==> src/dcc_pkg.sv <==
package dcc_pkg;
  // Register byte offsets (one aligned word each)
  localparam logic [4:0] OFF_STATUS_CTRL = 5'h00;
  localparam logic [4:0] OFF_RX_XFER     = 5'h04;
  localparam logic [4:0] OFF_TX_XFER     = 5'h08;
  localparam logic [4:0] OFF_IRQ_STATUS  = 5'h0C;
  localparam logic [4:0] OFF_IRQ_MASK    = 5'h10;
  // Status/control field positions
  localparam int BIT_RX_FULL_LIVE    = 0;
  localparam int BIT_TX_FULL_LIVE    = 1;
  localparam int BIT_RX_FULL_LATCHED = 2;
  localparam int BIT_TX_FULL_LATCHED = 3;
  localparam int BIT_ABORT_DISCARD   = 4;
  localparam int BIT_ASYNC_ABORT     = 5;
  localparam int BIT_DEBUG_ACK       = 6;
  localparam int BIT_HALTED          = 7;
  localparam int BIT_MODE_LO         = 8;
  localparam int BIT_MODE_HI         = 9;
  // Channel access modes
  localparam logic [1:0] MODE_NON_BLOCKING = 2'h0;
  localparam logic [1:0] MODE_RESET        = MODE_NON_BLOCKING;
  // Interrupt event bits
  localparam int IRQ_BITS       = 3;
  localparam int IRQ_RX_DRAINED = 0;
  localparam int IRQ_TX_FILLED  = 1;
  localparam int IRQ_ABORT      = 2;
  localparam logic [IRQ_BITS-1:0] IRQ_RESET = 3'h0;
  localparam logic [31:0] ZERO_WORD = 32'h0000_0000;
  typedef enum logic [1:0] {HALT_RUN, HALT_DRAIN, HALT_IN} halt_state_t;
endpackage : dcc_pkg

==> src/dcc_flow_top.sv <==
// The Avalon-MM slave port and the address map are this design's own decisions.
`timescale 1ns/1ps
// Notes on behaviour
// - Non-blocking mode keeps latched rx/tx full flags as the debugger saw them.
// - Core read of rx clears live full; latched copy stays set.
// - Non-blocking: debugger rx writes ignored while latched rx full is set.
// - Non-blocking: latched rx full updated on status read and on debugger rx write.
// - Non-blocking: latched tx full updated on status read and on debugger tx read.
// - While discard set, async aborts only set the sticky abort flag and the abort interrupt status bit.
// - All outstanding async aborts are recognised before halt is entered.
// - Discard bit is set right on entry to debug halt.
// - Outside halt, debug-ack never sets discard; aborts pend normally.
// - Channel access mode resets to non-blocking encoding.
// - Writing zero to status/control returns all fields except halted and discard to reset values.
module dcc_flow_top (
  input  wire logic        i_clk,
  input  wire logic        i_resetn,
  input  wire logic        i_ce,
  // Avalon-MM slave (debugger side)
  input  wire logic [4:0]  i_avs_address,
  input  wire logic        i_avs_read,
  input  wire logic        i_avs_write,
  input  wire logic [31:0] i_avs_writedata,
  output logic [31:0]      o_avs_readdata,
  output logic             o_avs_waitrequest,
  // Core side
  input  wire logic        i_core_rx_read,
  output logic [31:0]      o_core_rx_data,
  input  wire logic        i_core_tx_write,
  input  wire logic [31:0] i_core_tx_data,
  output logic             o_core_rx_full,
  output logic             o_core_tx_full,
  // Halt and abort handling
  input  wire logic        i_halt_req,
  input  wire logic        i_resume_req,
  input  wire logic        i_abort_outstanding,
  input  wire logic        i_async_abort,
  output logic             o_abort_to_core,
  output logic             o_halted,
  output logic             o_irq
);
  import dcc_pkg::*;

  // ------------------------------------------------------------------
  // Bus handshake
  // ------------------------------------------------------------------
  // Each access is answered one cycle after it is presented.
  logic        ack_q;
  logic [31:0] rdata_q;
  logic        acc;
  logic        rd_ev;
  logic        wr_ev;
  assign acc   = (i_avs_read || i_avs_write) && !ack_q;
  assign rd_ev = i_ce && acc && i_avs_read;
  assign wr_ev = i_ce && acc && i_avs_write;

  always_ff @(posedge i_clk or negedge i_resetn) begin
    if (!i_resetn) begin
      ack_q <= 1'b0;
    end else if (i_ce) begin
      ack_q <= acc;
    end
  end

  always_ff @(posedge i_clk or negedge i_resetn) begin
    if (!i_resetn) begin
      o_avs_waitrequest <= 1'b1;
    end else if (i_ce) begin
      o_avs_waitrequest <= !acc;
    end
  end

  // ------------------------------------------------------------------
  // Control state
  // ------------------------------------------------------------------
  logic [1:0]          mode_q;
  logic                dbg_ack_q;
  logic                discard_q;
  logic                abort_sticky_q;
  logic [IRQ_BITS-1:0] irq_stat_q;
  logic [IRQ_BITS-1:0] irq_mask_q;
  logic [31:0]         rx_data_q;
  logic [31:0]         tx_data_q;
  halt_state_t         halt_q;
  logic                sc_wr;
  logic                sc_zero;
  logic                sc_rd;
  logic                rx_wr;
  logic                tx_rd;
  logic                rx_blocked;
  logic                rx_live;
  logic                rx_lat;
  logic                tx_live;
  logic                tx_lat;
  logic                nb_mode;

  assign sc_wr   = wr_ev && (i_avs_address == OFF_STATUS_CTRL);
  assign sc_zero = sc_wr && (i_avs_writedata == ZERO_WORD);
  assign sc_rd   = rd_ev && (i_avs_address == OFF_STATUS_CTRL);
  assign rx_wr   = wr_ev && (i_avs_address == OFF_RX_XFER);
  assign tx_rd   = rd_ev && (i_avs_address == OFF_TX_XFER);
  assign nb_mode = (mode_q == MODE_NON_BLOCKING);
  assign rx_blocked = nb_mode ? rx_lat : rx_live;

  always_ff @(posedge i_clk or negedge i_resetn) begin
    if (!i_resetn) begin
      mode_q    <= MODE_RESET;
      dbg_ack_q <= 1'b0;
    end else if (i_ce && sc_wr) begin
      mode_q    <= i_avs_writedata[BIT_MODE_HI:BIT_MODE_LO];
      dbg_ack_q <= i_avs_writedata[BIT_DEBUG_ACK];
    end
  end

  // ------------------------------------------------------------------
  // Transfer registers
  // ------------------------------------------------------------------
  full_flag u_rx_flag (
    .i_clk       (i_clk),
    .i_resetn    (i_resetn),
    .i_ce        (i_ce),
    .i_set       (rx_wr && !rx_blocked),
    .i_clr       (i_core_rx_read),
    .i_latch     (nb_mode && (sc_rd || rx_wr)),
    .i_force_clr (sc_zero),
    .o_live      (rx_live),
    .o_latched   (rx_lat)
  );

  full_flag u_tx_flag (
    .i_clk       (i_clk),
    .i_resetn    (i_resetn),
    .i_ce        (i_ce),
    .i_set       (i_core_tx_write),
    .i_clr       (tx_rd),
    .i_latch     (nb_mode && (sc_rd || tx_rd)),
    .i_force_clr (sc_zero),
    .o_live      (tx_live),
    .o_latched   (tx_lat)
  );

  always_ff @(posedge i_clk or negedge i_resetn) begin
    if (!i_resetn) begin
      rx_data_q <= ZERO_WORD;
    end else if (i_ce && rx_wr && !rx_blocked) begin
      rx_data_q <= i_avs_writedata;
    end
  end

  always_ff @(posedge i_clk or negedge i_resetn) begin
    if (!i_resetn) begin
      tx_data_q <= ZERO_WORD;
    end else if (i_ce && i_core_tx_write) begin
      tx_data_q <= i_core_tx_data;
    end
  end

  always_ff @(posedge i_clk or negedge i_resetn) begin
    if (!i_resetn) begin
      o_core_rx_data <= ZERO_WORD;
      o_core_rx_full <= 1'b0;
      o_core_tx_full <= 1'b0;
    end else if (i_ce) begin
      if (i_core_rx_read) begin
        o_core_rx_data <= rx_data_q;
      end
      o_core_rx_full <= rx_live;
      o_core_tx_full <= tx_live;
    end
  end

  // ------------------------------------------------------------------
  // Debug halt and abort discard
  // ------------------------------------------------------------------
  always_ff @(posedge i_clk or negedge i_resetn) begin
    if (!i_resetn) begin
      halt_q <= HALT_RUN;
    end else if (i_ce) begin
      case (halt_q)
        HALT_RUN: begin
          if (i_halt_req) begin
            halt_q <= HALT_DRAIN;
          end
        end
        HALT_DRAIN: begin
          if (!i_abort_outstanding && !i_async_abort) begin
            halt_q <= HALT_IN;
          end
        end
        HALT_IN: begin
          if (i_resume_req) begin
            halt_q <= HALT_RUN;
          end
        end
        default: begin
          halt_q <= HALT_RUN;
        end
      endcase
    end
  end

  // Discard follows halt state only; debug-ack has no say
  always_ff @(posedge i_clk or negedge i_resetn) begin
    if (!i_resetn) begin
      discard_q <= 1'b0;
    end else if (i_ce) begin
      discard_q <= (halt_q == HALT_DRAIN) && !i_abort_outstanding
                   && !i_async_abort || (halt_q == HALT_IN)
                   && !i_resume_req;
    end
  end

  always_ff @(posedge i_clk or negedge i_resetn) begin
    if (!i_resetn) begin
      abort_sticky_q <= 1'b0;
    end else if (i_ce) begin
      if (i_async_abort && discard_q) begin
        abort_sticky_q <= 1'b1;
      end else if (sc_zero) begin
        abort_sticky_q <= 1'b0;
      end
    end
  end

  always_ff @(posedge i_clk or negedge i_resetn) begin
    if (!i_resetn) begin
      o_abort_to_core <= 1'b0;
      o_halted        <= 1'b0;
    end else if (i_ce) begin
      o_abort_to_core <= i_async_abort && !discard_q;
      o_halted        <= (halt_q == HALT_IN);
    end
  end

  // ------------------------------------------------------------------
  // Interrupts
  // ------------------------------------------------------------------
  logic [IRQ_BITS-1:0] irq_ev;
  assign irq_ev[IRQ_RX_DRAINED] = i_core_rx_read && rx_live;
  assign irq_ev[IRQ_TX_FILLED]  = i_core_tx_write;
  assign irq_ev[IRQ_ABORT]      = i_async_abort && discard_q;

  always_ff @(posedge i_clk or negedge i_resetn) begin
    if (!i_resetn) begin
      irq_stat_q <= IRQ_RESET;
    end else if (i_ce) begin
      if (wr_ev && i_avs_address == OFF_IRQ_STATUS) begin
        irq_stat_q <= (irq_stat_q & ~i_avs_writedata[IRQ_BITS-1:0])
                      | irq_ev;
      end else begin
        irq_stat_q <= irq_stat_q | irq_ev;
      end
    end
  end

  always_ff @(posedge i_clk or negedge i_resetn) begin
    if (!i_resetn) begin
      irq_mask_q <= IRQ_RESET;
    end else if (i_ce && wr_ev && i_avs_address == OFF_IRQ_MASK) begin
      irq_mask_q <= i_avs_writedata[IRQ_BITS-1:0];
    end
  end

  always_ff @(posedge i_clk or negedge i_resetn) begin
    if (!i_resetn) begin
      o_irq <= 1'b0;
    end else if (i_ce) begin
      o_irq <= |(irq_stat_q & irq_mask_q);
    end
  end

  // ------------------------------------------------------------------
  // Read data
  // ------------------------------------------------------------------
  logic [31:0] sc_word;
  always_comb begin
    sc_word = ZERO_WORD;
    sc_word[BIT_RX_FULL_LIVE]    = rx_live;
    sc_word[BIT_TX_FULL_LIVE]    = tx_live;
    sc_word[BIT_RX_FULL_LATCHED] = rx_lat;
    sc_word[BIT_TX_FULL_LATCHED] = tx_lat;
    sc_word[BIT_ABORT_DISCARD]   = discard_q;
    sc_word[BIT_ASYNC_ABORT]     = abort_sticky_q;
    sc_word[BIT_DEBUG_ACK]       = dbg_ack_q;
    sc_word[BIT_HALTED]          = (halt_q == HALT_IN);
    sc_word[BIT_MODE_HI:BIT_MODE_LO] = mode_q;
  end

  always_ff @(posedge i_clk or negedge i_resetn) begin
    if (!i_resetn) begin
      rdata_q <= ZERO_WORD;
    end else if (rd_ev) begin
      case (i_avs_address)
        OFF_STATUS_CTRL: rdata_q <= sc_word;
        OFF_TX_XFER:     rdata_q <= tx_data_q;
        OFF_IRQ_STATUS:  rdata_q <= {{(32-IRQ_BITS){1'b0}}, irq_stat_q};
        OFF_IRQ_MASK:    rdata_q <= {{(32-IRQ_BITS){1'b0}}, irq_mask_q};
        default:         rdata_q <= ZERO_WORD;
      endcase
    end
  end

  assign o_avs_readdata = rdata_q;
endmodule : dcc_flow_top

==> src/full_flag.sv <==
`timescale 1ns/1ps
module full_flag (
  input  wire logic i_clk,
  input  wire logic i_resetn,
  input  wire logic i_ce,
  input  wire logic i_set,
  input  wire logic i_clr,
  input  wire logic i_latch,
  input  wire logic i_force_clr,
  output logic      o_live,
  output logic      o_latched
);
  logic live_d;
  // Next live flag: set by producer, cleared by consumer; set wins
  always_comb begin
    live_d = o_live;
    if (i_set) begin
      live_d = 1'b1;
    end else if (i_clr || i_force_clr) begin
      live_d = 1'b0;
    end
  end
  always_ff @(posedge i_clk or negedge i_resetn) begin
    if (!i_resetn) begin
      o_live <= 1'b0;
    end else if (i_ce) begin
      o_live <= live_d;
    end
  end
  // Latched copy takes the flag as left by this access, so a taken
  // rx write blocks the next one until status is read again
  always_ff @(posedge i_clk or negedge i_resetn) begin
    if (!i_resetn) begin
      o_latched <= 1'b0;
    end else if (i_ce) begin
      if (i_force_clr) begin
        o_latched <= 1'b0;
      end else if (i_latch) begin
        o_latched <= live_d;
      end
    end
  end
endmodule : full_flag

==> config.mk <==
export PLATFORM = sky130hd
export DESIGN_NAME = dcc_flow_top
export DESIGN_NICKNAME = d
export VERILOG_FILES = /design/src/dcc_pkg.sv /design/src/dcc_flow_top.sv /design/src/full_flag.sv
export SDC_FILE = /design/constraint.sdc
export NUM_CORES = 1
export LEC_CHECK = 0
export ABC_AREA = 0
export BUFFER_PORTS_ARGS = -buffer_cell sky130_fd_sc_hd__buf_2
export CORE_ASPECT_RATIO = 1.5
export CORE_UTILIZATION = 40
export DETAILED_ROUTE_END_ITERATION = 8
export PLACE_DENSITY = 0.59
export SKIP_LAST_GASP = 1
export SLEW_MARGIN = 20
export SYNTH_ARGS = -nofsm -noshare
export SYNTH_HDL_FRONTEND = slang
export SYNTH_SLANG_ARGS = --single-unit
export TNS_END_PERCENT = 20
==> constraint.sdc <==
create_clock -name i_clk -period 2.4 [get_ports i_clk]
set_clock_uncertainty 0.1 [all_clocks]
set_input_delay 0.24 -clock i_clk [delete_from_list [all_inputs] [get_ports i_clk]]
set_output_delay 0.24 -clock i_clk [all_outputs]
set_load 0.02 [all_outputs]
==> results.txt, run 1 <==
----------------------------------------------------
[Route]
  Routed wire length on met2 ... 8.10 mm
  Number of design rule violations left after detail routing ... 0
  Wire per inst ... 16.7 um
  Routed vias/inst ... 4.96
  Initial DRC Count ... roughly 170
  Wire length reported by the detailed router ... 15.2 mm
  Number of nets with antenna violations after detailed routing ... 0
  First drt pass iteration count ... 4
  Met1 WL ... 6.30 mm
  Vias after detailed routing ... around 4500
  Uppermost layer routed ... met5
  Routed wire length on met3 ... 539 um

[Yosys]
  Distinct cells, synth ... 43
  Area contributors post-synth ... dfrtp_1 (61%), mux2_2 (20%), nand2_1 (4.1%), nand3_1 (2.0%), o21ai_0 (1.4%)
  Post-synth top area cell ... dfrtp_1
  Number of enable flip-flop cells after synthesis ... 0
  Synthesized netlist cell count ... around 480
  Dominant cell by count in the synthesized netlist ... dfrtp_1
  Share of synthesized area occupied by flip-flops and latches ... 0.614
  Yosys top cell area share ... 0.610
  Post-Syn Area ... 6190 um^2
  Net count of the mapped netlist ... between 500 and 600
  Most common library cells after synthesis ... dfrtp_1 (151), mux2_2 (109), nand2_1 (67), nand3_1 (25), o21ai_0 (17)
  Post-synthesis average cell area ... between 10 and 15 um^2
  Main synth FF type ... dfrtp_1
  Ys async rst share ... 1.00
  Flip-flop and latch count after synthesis ... roughly 150
  Yosys Warn Count ... 0

[Clock network]
  Post-cts gate resize count ... 0
  Number of H-tree levels ... 4
  Sink count of the clock tree ... around 150
  Cts hold-fix bufs ... roughly 60
  CTS root buffer ... clkbuf_16
  Total CTS buffers ... 17
  Post-CTS repair timing setup buffer count ... 0
  Clock tree from TritonCTS ... done
  Clock tree buffer depth ... 2
  Post-CTS clock slew at the launch and capture registers of the worst setup and hold paths ... roughly 0.060 ns
  Clock latency reported for the late side of the worst-skew pair ... 0.41 ns

[STA]
  Slew Limit Headroom ... 0.636
  Worst slew pin tran ... approximately 0.55 ns
  Max-slew violation count ... 0
  Highest Clock Rate ... approximately 500 MHz
  Final period utilization ... 0.809
  Final Critical Period ... about 1.9 ns
  Final-report hold violation count ... 0
  Setup repair after global routing missed its margin ... no
  Aggregate negative setup slack ... 0 ns
  Total of endpoints with negative setup slack in the final report ... 0

[Run status]
  Result of the run ... finished, final reports clean

[Placement]
  Routability congestion estimate from global placement ... about 0.80
  Total of buffers placed on input and output ports ... roughly 150
  HPWL reported at the end of detailed placement ... 10.7 mm
  Post-Place Cell Area ... between 7000 and 8000 um^2

[Critical path]
  Startpoint class of the critical path ... flop
  Slowest cell on the critical path ... dfrtp_1
  Highest fanout seen on the critical path ... 32
  Series of cell instances along the critical path ... or3b_1 -> and4_1 -> nand2_2 -> buf_12 -> mux2_2
  Crit end category ... flop
  Endpoint arrival time on the critical path ... about 2.1 ns
  Path type of the worst setup path ... flop to flop
  WP buf/inv ... 1
  Worst Path Required ... about 2.6 ns
  Category of cells accounting for the largest share of critical-path delay ... simple AND/OR/NAND/NOR gates
  Peak per-stage delay on the critical path ... between 0.4 and 0.5 ns

[Power and ir drop]
  Sw Pwr ... about 1700 uW
  Internal power consumption ... 4910 uW
  Maximum vdd drop ... about 0.00046 V
  Lkg Pwr ... 0.00428 uW
  Part of the total power dissipated in the clock network ... 0.410
  Power Density ... a little under 800 nW/um^2
  Switching power as a share of total power ... 0.256
  Overall power of the completed layout ... between 6000 and 7000 uW
  Portion of total power attributed to combinational logic ... 0.137
  Sequential group share of total power ... 0.454

[Cells and area]
  Count of filler cells inserted in the layout ... 1338
  Count of inserted antenna diode cells ... 0
  Final core utilization ... 0.557
  Cell area after layout ... roughly 8400 um^2
  Final net count ... 777
  Area taken by multi-input logic gates ... approximately 2200 um^2
  Proportion of layout cells with a drive suffix above 1 ... 0.438
  Sequential cell area in the final layout ... approximately 3800 um^2
  Layout overhead on the synthesized area ... 36.1%

[Floorplan]
  Horiz. Die Dim ... slightly above 100 um
  Full die area ... roughly 16000 um^2
  Core outline area ... around 15000 um^2
  Number of ports placed on the die boundary ... 150
  Starting utilization of the core area ... 0.409
  Die H ... between 150 and 200 um
  Count of standard-cell rows ... 55

[Job]
  Number of max-capacitance violations reported ... 0

[GRT]
  GRT overflow ... 0
  Pin count of the biggest net entering global routing ... 57
  Global-route wire length before repair ... 25.1 mm
  Number of antenna violations at the first check in global routing ... 1
  Via count of the first global-routing pass ... ~5000
  Global-route usage over all layers ... 0.201

[Worst hold path]
  Kind of path behind the tightest hold check ... primary input to flop

----------------------------------------------------
==> stage by stage <==
step                hold slack, ns  worst slack (ns)  cells
global placement             0.132             0.509    816
CTS                        0.00852             0.454    909
detailed placement           0.137             0.464    816
floorplan                   -0.156             0.610    477
global route                0.0179             0.356    909
finish                      0.0265             0.457    909
==> final cells by class <==
class,count,share of cell area
Timing Repair Buffer,224,0.178
Inverter,5,0.00223
Tap cell,199,0.0295
Clock inverter,12,0.0168
Clock buffer,20,0.0553
Sequential cell,152,0.451
Multi-Input combinational cell,297,0.266
==> worst register-to-register path, stage by stage (launching register included) <==
cell	delay [ns]
dfrtp_1	0.41
or3b_1	0.37
and4_1	0.25
nand2_2	0.10
buf_12	0.21
mux2_2	0.38
==> power by group through the flow <==
stage | clock, uW | combinational, uW | sequential (uW)
final | 2710 | 902 | 3000
after global routing | 2880 | 984 | 3030
after CTS | 2770 | 918 | 3000
after detailed placement | 0 | 836 | 3040
after global placement | 0 | 809 | 3030
after floorplan | 0 | 384 | 3120
==> cells in the final DEF (no fill, tap or decap), types with 4 or more instances in the layout <==
master         netlist  layout
a21oi_1              9       9
mux2_2             109     109
nor4_1              10      10
nand3_1             25      25
o21ai_0             17      17
dfrtp_1            151     151
nand2_1             67      67
buf_4                1      11
clkinv_4             0       5
inv_1                5       5
buf_2                3     148
dlygate4sd3_1        0      61
mux2i_1              6       6
nor3_1               4       4
clkbuf_16            0      17
nor2_1               8       8
a22oi_1              4       4
==> registers in the layout, indices dropped and copies added (netlist names), 2 cells and up <==
name / count
irq_stat_q: 3
o_avs_readdata: 32
tx_data_q: 32
mode_q: 2
irq_mask_q: 3
halt_q: 2
o_core_rx_data: 32
rx_data_q: 32
==> cells by family after synthesis <==
group | share of synthesized area
flops | 0.614
simple gates | 0.110
mux | 0.208
compound gates | 0.0452
buf+inv | 0.0230
==> path summary, 6_finish.rpt <==
check	from	endpoint	slack, ns	depth (start not counted)
max	mode_q[1]$_DFFE_PN0P_	rx_data_q[15]$_DFFE_PN0P_	0.46	5
min	i_avs_writedata[2]	rx_data_q[2]$_DFFE_PN0P_	0.03	2
max reg2reg	mode_q[1]$_DFFE_PN0P_	rx_data_q[15]$_DFFE_PN0P_	0.46	5
min reg2reg	o_avs_readdata[31]$_DFFE_PN0N_	o_avs_readdata[31]$_DFFE_PN0N_	0.36	2
max in group asynchronous	i_resetn	o_avs_waitrequest$_DFFE_PN1P_	1.18	3
min in group asynchronous	i_resetn	o_core_rx_data[27]$_DFFE_PN0P_	0.25	2
==> per-layer routing <==
layer	global-route usage	up-vias
met2	0.358	101
met1	0.234	2244
met5	0	-
met3	0.0455	18
met4	0.0766	2
li1	-	2143
(Power assumes the default switching activity.)
==> inputs of run 2 (changes only) <==
- PLACE_DENSITY: 0.59 -> 0.61
- clock period: 2.4 -> 1.6 ns (I/O delays scaled with it)
==> run 2 against run 1 <==
  * The run now ends with setup timing left
  * Clock power rose by 48%
  * Critical path depth did not move
  * Combinational power grew 63%
  * Via count grew 3.0%
  * Sequential power increased by 50%
  * Critical endpoint is now rx_data_q[17]$_DFFE_PN0P_
  * Highest routed layer is now met4
==> results.txt, run 2 (same netlist as run 1, synthesis figures left out) <==
----------------------------------------------------
[Clock network]
  Clock tree buffer depth ... 2 (unchanged)
  Clock tree from TritonCTS ... done
  CTS root buffer ... clkbuf_16
  Number of H-tree levels ... 4 (unchanged)
  Post-CTS clock slew at the launch and capture registers of the worst setup and hold paths ... 0.07 ns (about the same)
  Clock latency reported for the late side of the worst-skew pair ... 0.42 ns (about the same)
  Total CTS buffers ... 17 (unchanged)
  Sink count of the clock tree ... 152 (unchanged)

[Cells and area]
  Cell area after layout ... 8830 um^2 (+4.7%)
  Proportion of layout cells with a drive suffix above 1 ... 0.449 (+0.0108)
  Final core utilization ... 0.583 (+0.0261)
  Final net count ... 809 (+4.1%)
  Count of inserted antenna diode cells ... 0 (unchanged)
  Final Non-Filler Cells ... 941 (+3.5%)
  Layout overhead on the synthesized area ... 42.5%
  Count of filler cells inserted in the layout ... 1305 (-2.5%)
  Commonest non-fill, non-tap cell in the layout ... dfrtp_1
  Highest-count cells in the layout ignoring fill and taps ... dfrtp_1 (151), buf_2 (148), mux2_2 (103), dlygate4sd3_1 (73), nand2_1 (67)

[Run status]
  Result of the run ... complete, but fails checks
  Violated checks ... setup timing

[GRT]
  Global-route wire length before repair ... 25.2 mm (+0.50%)
  GRT met1 Usage ... 0.224 (-0.0102)
  Via count of the first global-routing pass ... 5027 (+2.8%)
  Busiest grt layer ... met2
  Global-route usage over all layers ... 0.202 (+0.00120)
  GRT overflow ... 0 (unchanged)
  Pin count of the biggest net entering global routing ... 45 (-21%)
  Met2 layer usage reported by global route ... 0.369 (+0.0105)
  Number of antenna violations at the first check in global routing ... 0 (-1)
  Met3 Usage GRT ... 0.0464 (+0.000843)

[Power and ir drop]
  Overall power of the completed layout ... 9970 uW (+51%)
  Lkg Pwr ... 0.00449 uW (+4.9%)
  Switching power as a share of total power ... 0.259 (+0.00291)
  Internal power consumption ... 7390 uW (+50%)
  Maximum vdd drop ... 0.000643 V (+40%)
  Sequential group share of total power ... 0.450 (-0.004)
  Power Density ... 1130 nW/um^2 (+44%)
  Part of the total power dissipated in the clock network ... 0.403 (-0.007)
  Portion of total power attributed to combinational logic ... 0.147 (+0.010)
  Sw Pwr ... 2590 uW (+53%)

[Critical path]
  WP buf/inv ... 1 (unchanged)
  Highest fanout seen on the critical path ... 8 (-75%)
  Peak per-stage delay on the critical path ... 0.40 ns (about the same)
  Series of cell instances along the critical path ... or3b_1 -> and4_4 -> nand2_8 -> clkbuf_16 -> mux2_2
  Slowest cell on the critical path ... or3b_1
  Worst Path Required ... 1.79 ns (-0.81 ns)
  Startpoint class of the critical path ... flop
  Crit end category ... flop
  Path type of the worst setup path ... flop to flop
  Category of cells accounting for the largest share of critical-path delay ... simple AND/OR/NAND/NOR gates
  Endpoint arrival time on the critical path ... 1.97 ns (-0.17 ns)

[Floorplan]
  Full die area ... 16000 um^2 (unchanged)
  Number of ports placed on the die boundary ... 150 (unchanged)
  Count of standard-cell rows ... 55 (unchanged)
  Horiz. Die Dim ... 104 um (unchanged)
  Starting utilization of the core area ... 0.409 (unchanged)
  Die H ... 154 um (unchanged)
  Core outline area ... 15100 um^2 (unchanged)

[STA]
  Setup repair after global routing missed its margin ... yes
  Final Critical Period ... 1.77 ns (-0.169 ns)
  Setup slack of the critical path after layout ... -0.174 ns (-0.631 ns)
  Slew Limit Headroom ... 0.754 (+0.118)
  Highest Clock Rate ... 564 MHz (+9.5%)
  Total of endpoints with negative setup slack in the final report ... 34 (+34)
  Worst slew pin tran ... 0.367 ns (-0.180 ns)
  Final-report hold violation count ... 0 (unchanged)
  Final period utilization ... 1.11 (+0.299)
  Max-slew violation count ... 0 (unchanged)

[Placement]
  Post-Place Setup Slack ... -0.217 ns (-0.681 ns)
  Routability congestion estimate from global placement ... 0.810 (+1.7%)
  HPWL reported at the end of detailed placement ... 10.7 mm (+0.44%)
  Total of buffers placed on input and output ports ... 149 (unchanged)
  Number of instances in the placed design ... 834 (+2.2%)
  Post-Place Cell Area ... 7400 um^2 (+2.6%)

[Job]
  Number of max-capacitance violations reported ... 0 (unchanged)

[Route]
  Number of nets with antenna violations after detailed routing ... 0 (unchanged)
  Vias after detailed routing ... 4645 (+3.0%)
  Routed vias/inst ... 4.94 (-0.46%)
  First drt pass iteration count ... 4 (unchanged)
  Number of design rule violations left after detail routing ... 0 (unchanged)
  Wire length reported by the detailed router ... 15.5 mm (+1.6%)
  Initial DRC Count ... 197 (+13%)
  Wire per inst ... 16.4 um (-1.9%)

[Worst hold path]
  Kind of path behind the tightest hold check ... primary input to async pin

----------------------------------------------------
[run 2: changes by cell type in the layout (fill, tap and decap cells not counted), sizes merged]
cell | before | now
clkinv | 6 | 5
dlygate4sd3 | 61 | 73
buf | 163 | 182
inv | 7 | 10
clkbuf | 20 | 19
[run 2: worst paths after layout]
check                                                from                             end  slack [ns]  cells after the start
max                                 mode_q[1]$_DFFE_PN0P_       rx_data_q[17]$_DFFE_PN0P_       -0.17                      5
min                                              i_resetn       rx_data_q[27]$_DFFE_PN0P_        0.02                      2
max reg2reg                         mode_q[1]$_DFFE_PN0P_       rx_data_q[17]$_DFFE_PN0P_       -0.17                      5
min reg2reg                o_avs_readdata[15]$_DFFE_PN0N_  o_avs_readdata[15]$_DFFE_PN0N_        0.36                      2
max in group asynchronous                        i_resetn        rx_data_q[9]$_DFFE_PN0P_        0.81                      3
min in group i_clk                                   i_ce               o_irq$_DFFE_PN0P_        0.09                      3
[run 2: what timing repair did]
item	4_1_cts	5_1_grt
hold buffers	73	0
gates resized for setup	2	11
buffers inserted	0	0
endpoints found under the setup margin	32	38
gates cloned	1	1
pin swaps	0	1
hold endpoints to repair	230	0
[run 2: area by class of cell]
cell class	count	area [um^2]	area share
Multi-Input combinational cell	297	2290	0.259
Clock inverter	14	164	0.0186
Sequential cell	152	3800	0.431
Inverter	5	18.8	0.00213
Tap cell	199	249	0.0282
Clock buffer	18	439	0.0497
Timing Repair Buffer	256	1860	0.211
[run 2: metrics by stage]
| stage | hold WS, ns | TNS [ns] |
|---|---|---|
| CTS | 0.00328 | -6.42 |
| finish | 0.0249 | -5.03 |
| global placement | -0.110 | -5.22 |
| floorplan | -0.236 | -4.15 |
| global route | 0.0261 | -6.28 |
| detailed placement | -0.108 | -6.60 |
[run 2: power by group through the flow]
stage	clock (uW)	combinational (uW)	sequential, uW
finish	4020	1470	4490
global route	4300	1590	4540
CTS	4130	1470	4490
detailed placement	0	1320	4560
global placement	0	1280	4530
floorplan	0	576	4680
[run 2: per-layer routing]
metal	vias up	routed length (um)
li1	2198	-
met1	2305	6180
met2	119	8290
met3	23	603
met4	0	374
met5	-	0
==> inputs of run 3 (changes only) <==
- HOLD_SLACK_MARGIN: not set -> 0.15
- SLEW_MARGIN: 20 -> 10
==> run 3 against run 2 <==
  * The run still ends with setup timing left
  * Register-to-register slack barely moved
  * Count of clock-buffer cells in the layout unchanged
  * Critical path depth did not move
  * Power grew 0.25%
  * Largest cell class unchanged
  * Largest power group unchanged
==> results.txt, run 3 (same netlist as run 1, synthesis figures left out) <==
----------------------------------------------------
[Run status]
  Result of the run ... complete, but fails checks
  Violated checks ... setup timing

[Placement]
  Post-Place Setup Slack ... -0.217 ns (unchanged)
  Number of instances in the placed design ... 834 (unchanged)
  Total of buffers placed on input and output ports ... 149 (unchanged)
  Routability congestion estimate from global placement ... 0.810 (unchanged)
  HPWL reported at the end of detailed placement ... 10.7 mm (unchanged)

[Clock network]
  Sink count of the clock tree ... 152 (unchanged)
  Clock tree from TritonCTS ... done
  CTS root buffer ... clkbuf_16
  Post-CTS clock slew at the launch and capture registers of the worst setup and hold paths ... 0.06 ns (about the same)
  Number of H-tree levels ... 4 (unchanged)
  Clock tree buffer depth ... 2 (unchanged)
  Total CTS buffers ... 17 (unchanged)
  Clock latency reported for the late side of the worst-skew pair ... 0.42 ns (about the same)

[Route]
  Vias after detailed routing ... 4676 (+0.67%)
  Number of design rule violations left after detail routing ... 0 (unchanged)
  Initial DRC Count ... 165 (-16%)
  Routed vias/inst ... 4.96 (+0.45%)
  Wire per inst ... 16.5 um (+0.60%)
  Wire length reported by the detailed router ... 15.6 mm (+0.81%)
  Number of nets with antenna violations after detailed routing ... 0 (unchanged)
  First drt pass iteration count ... 4 (unchanged)

[Critical path]
  Endpoint arrival time on the critical path ... 1.98 ns (about the same)
  WP buf/inv ... 1 (unchanged)
  Cell depth of the worst flop-to-flop path ... 5 (unchanged)
  Crit end category ... flop
  Startpoint class of the critical path ... flop
  Worst reg2reg path endpoint ... rx_data_q[26]$_DFFE_PN0P_
  Category of cells accounting for the largest share of critical-path delay ... simple AND/OR/NAND/NOR gates
  Highest fanout seen on the critical path ... 8 (unchanged)
  Slowest cell on the critical path ... or3b_1
  Series of cell instances along the critical path ... or3b_1 -> and4_4 -> nand2_8 -> clkbuf_16 -> mux2_2
  Peak per-stage delay on the critical path ... 0.39 ns (about the same)
  Launching element of the worst setup path ... mode_q[1]$_DFFE_PN0P_
  Critical path depth ... 5 (unchanged)
  Path type of the worst setup path ... flop to flop
  Worst Path Required ... 1.80 ns (about the same)
  Worst r2r src ... mode_q[1]$_DFFE_PN0P_
  Reg2Reg Setup Slack ... -0.18 ns (about the same)
  Critical Path End ... rx_data_q[26]$_DFFE_PN0P_

[Cells and area]
  Final net count ... 811 (+0.25%)
  Final Non-Filler Cells ... 943 (+0.21%)
  Final core utilization ... 0.586 (+0.00331)
  Highest-count cells in the layout ignoring fill and taps ... dfrtp_1 (151), buf_2 (148), mux2_2 (95), dlygate4sd3_1 (75), nand2_1 (67)
  Layout overhead on the synthesized area ... 43.3%
  Commonest non-fill, non-tap cell in the layout ... dfrtp_1
  Proportion of layout cells with a drive suffix above 1 ... 0.448 (-0.00121)
  Count of inserted antenna diode cells ... 0 (unchanged)

[STA]
  Max-slew violation count ... 0 (unchanged)
  Final-report hold violation count ... 0 (unchanged)
  Worst slew pin tran ... 0.388 ns (+0.0216 ns)
  Highest Clock Rate ... 563 MHz (about the same)
  Slew Limit Headroom ... 0.740 (-0.0136)
  Final Critical Period ... 1.78 ns (+0.00177 ns)
  Setup repair after global routing missed its margin ... yes
  Setup slack of the critical path after layout ... -0.175 ns (-0.00177 ns)
  Aggregate negative setup slack ... -4.79 ns (+0.241 ns)
  Final period utilization ... 1.11 (about the same)
  Total of endpoints with negative setup slack in the final report ... 36 (+5.9%)

[GRT]
  Pin count of the biggest net entering global routing ... 45 (unchanged)
  Via count of the first global-routing pass ... 5056 (+0.58%)
  Number of antenna violations at the first check in global routing ... 0 (unchanged)
  GRT overflow ... 0 (unchanged)
  Global-route wire length before repair ... 25.2 mm (+0.27%)
  Global-route usage over all layers ... 0.203 (+0.000754)

[Power and ir drop]
  Lkg Pwr ... 0.00453 uW (+0.87%)
  Maximum vdd drop ... 0.000646 V (+0.52%)
  Power Density ... 1130 nW/um^2 (-0.31%)

[Floorplan]
  Starting utilization of the core area ... 0.409 (unchanged)
  Core outline area ... 15100 um^2 (unchanged)
  Horiz. Die Dim ... 104 um (unchanged)
  Full die area ... 16000 um^2 (unchanged)
  Die H ... 154 um (unchanged)
  Number of ports placed on the die boundary ... 150 (unchanged)
  Count of standard-cell rows ... 55 (unchanged)

[Worst hold path]
  Kind of path behind the tightest hold check ... primary input to flop

[Job]
  Number of max-capacitance violations reported ... 0 (unchanged)

----------------------------------------------------
run 3: changes by cell type in the layout (fill, tap and decap cells not counted):
cell           before  now
mux2_2            103   95
dlygate4sd3_1      73   75
mux2_4              6   14
run 3: worst min path at each step:
stage,startpoint,to,slack [ns],cells past startpoint
2_1_floorplan,i_resetn,abort_sticky_q$_DFFE_PN0P_,-0.24,0
3_3_place_gp,i_resetn,o_core_rx_data[27]$_DFFE_PN0P_,-0.11,1
3_5_place_dp,i_resetn,rx_data_q[27]$_DFFE_PN0P_,-0.11,1
4_1_cts,i_avs_writedata[8],u_rx_flag.o_live$_DFFE_PN0P_,0.16,5
5_1_grt,i_avs_writedata[8],u_rx_flag.o_live$_DFFE_PN0P_,0.19,5
6_report,i_avs_writedata[8],u_rx_flag.o_live$_DFFE_PN0P_,0.17,5
run 3: repair_timing:
action                                 4_1_cts  5_1_grt
endpoints found under the hold margin      237        0
gates cloned                                 1        1
pin swaps                                    0        1
hold buffers                                75        0
setup buffers                                0        0
setup endpoints to repair                   32       80
resized for setup                            2       19
run 3: through the flow:
step / power [uW] / hold slack, ns / area, um^2
2_1_floorplan: 5260 / -0.236 / 6190
3_3_place_gp: 5810 / -0.110 / 7400
3_5_place_dp: 5880 / -0.108 / 7400
4_1_cts: 10100 / 0.157 / 8790
5_1_grt: 10500 / 0.188 / 8880
6_report: 10000 / 0.167 / 8880
run 3: worst register-to-register path, cell delays in order, from the launching register on:
cell       delay [ns]
dfrtp_1          0.37
or3b_1           0.39
and4_4           0.19
nand2_8          0.10
clkbuf_16        0.18
mux2_2           0.33
run 3: routing by layer:
metal | vias up | GRT usage | part of all wire
met5 | - | 0 | 0
met1 | 2326 | 0.224 | 0.40
met3 | 23 | 0.0464 | 0.039
met2 | 120 | 0.372 | 0.54
li1 | 2207 | - | -
met4 | 0 | 0.0870 | 0.025
run 3: power breakdown:
group	internal, uW	switching (uW)
logic	764	723
clock network	2380	1640
registers	4260	229
run 3: area by class of cell:
class | count | area (um^2)
fillers | 1294 | 6260
well taps | 199 | 249
clock inverters | 14 | 164
repair buffers | 258 | 1880
flip-flops and latches | 152 | 3800
multi-input cells | 297 | 2320
inverters | 5 | 18.8
clock buffers | 18 | 439
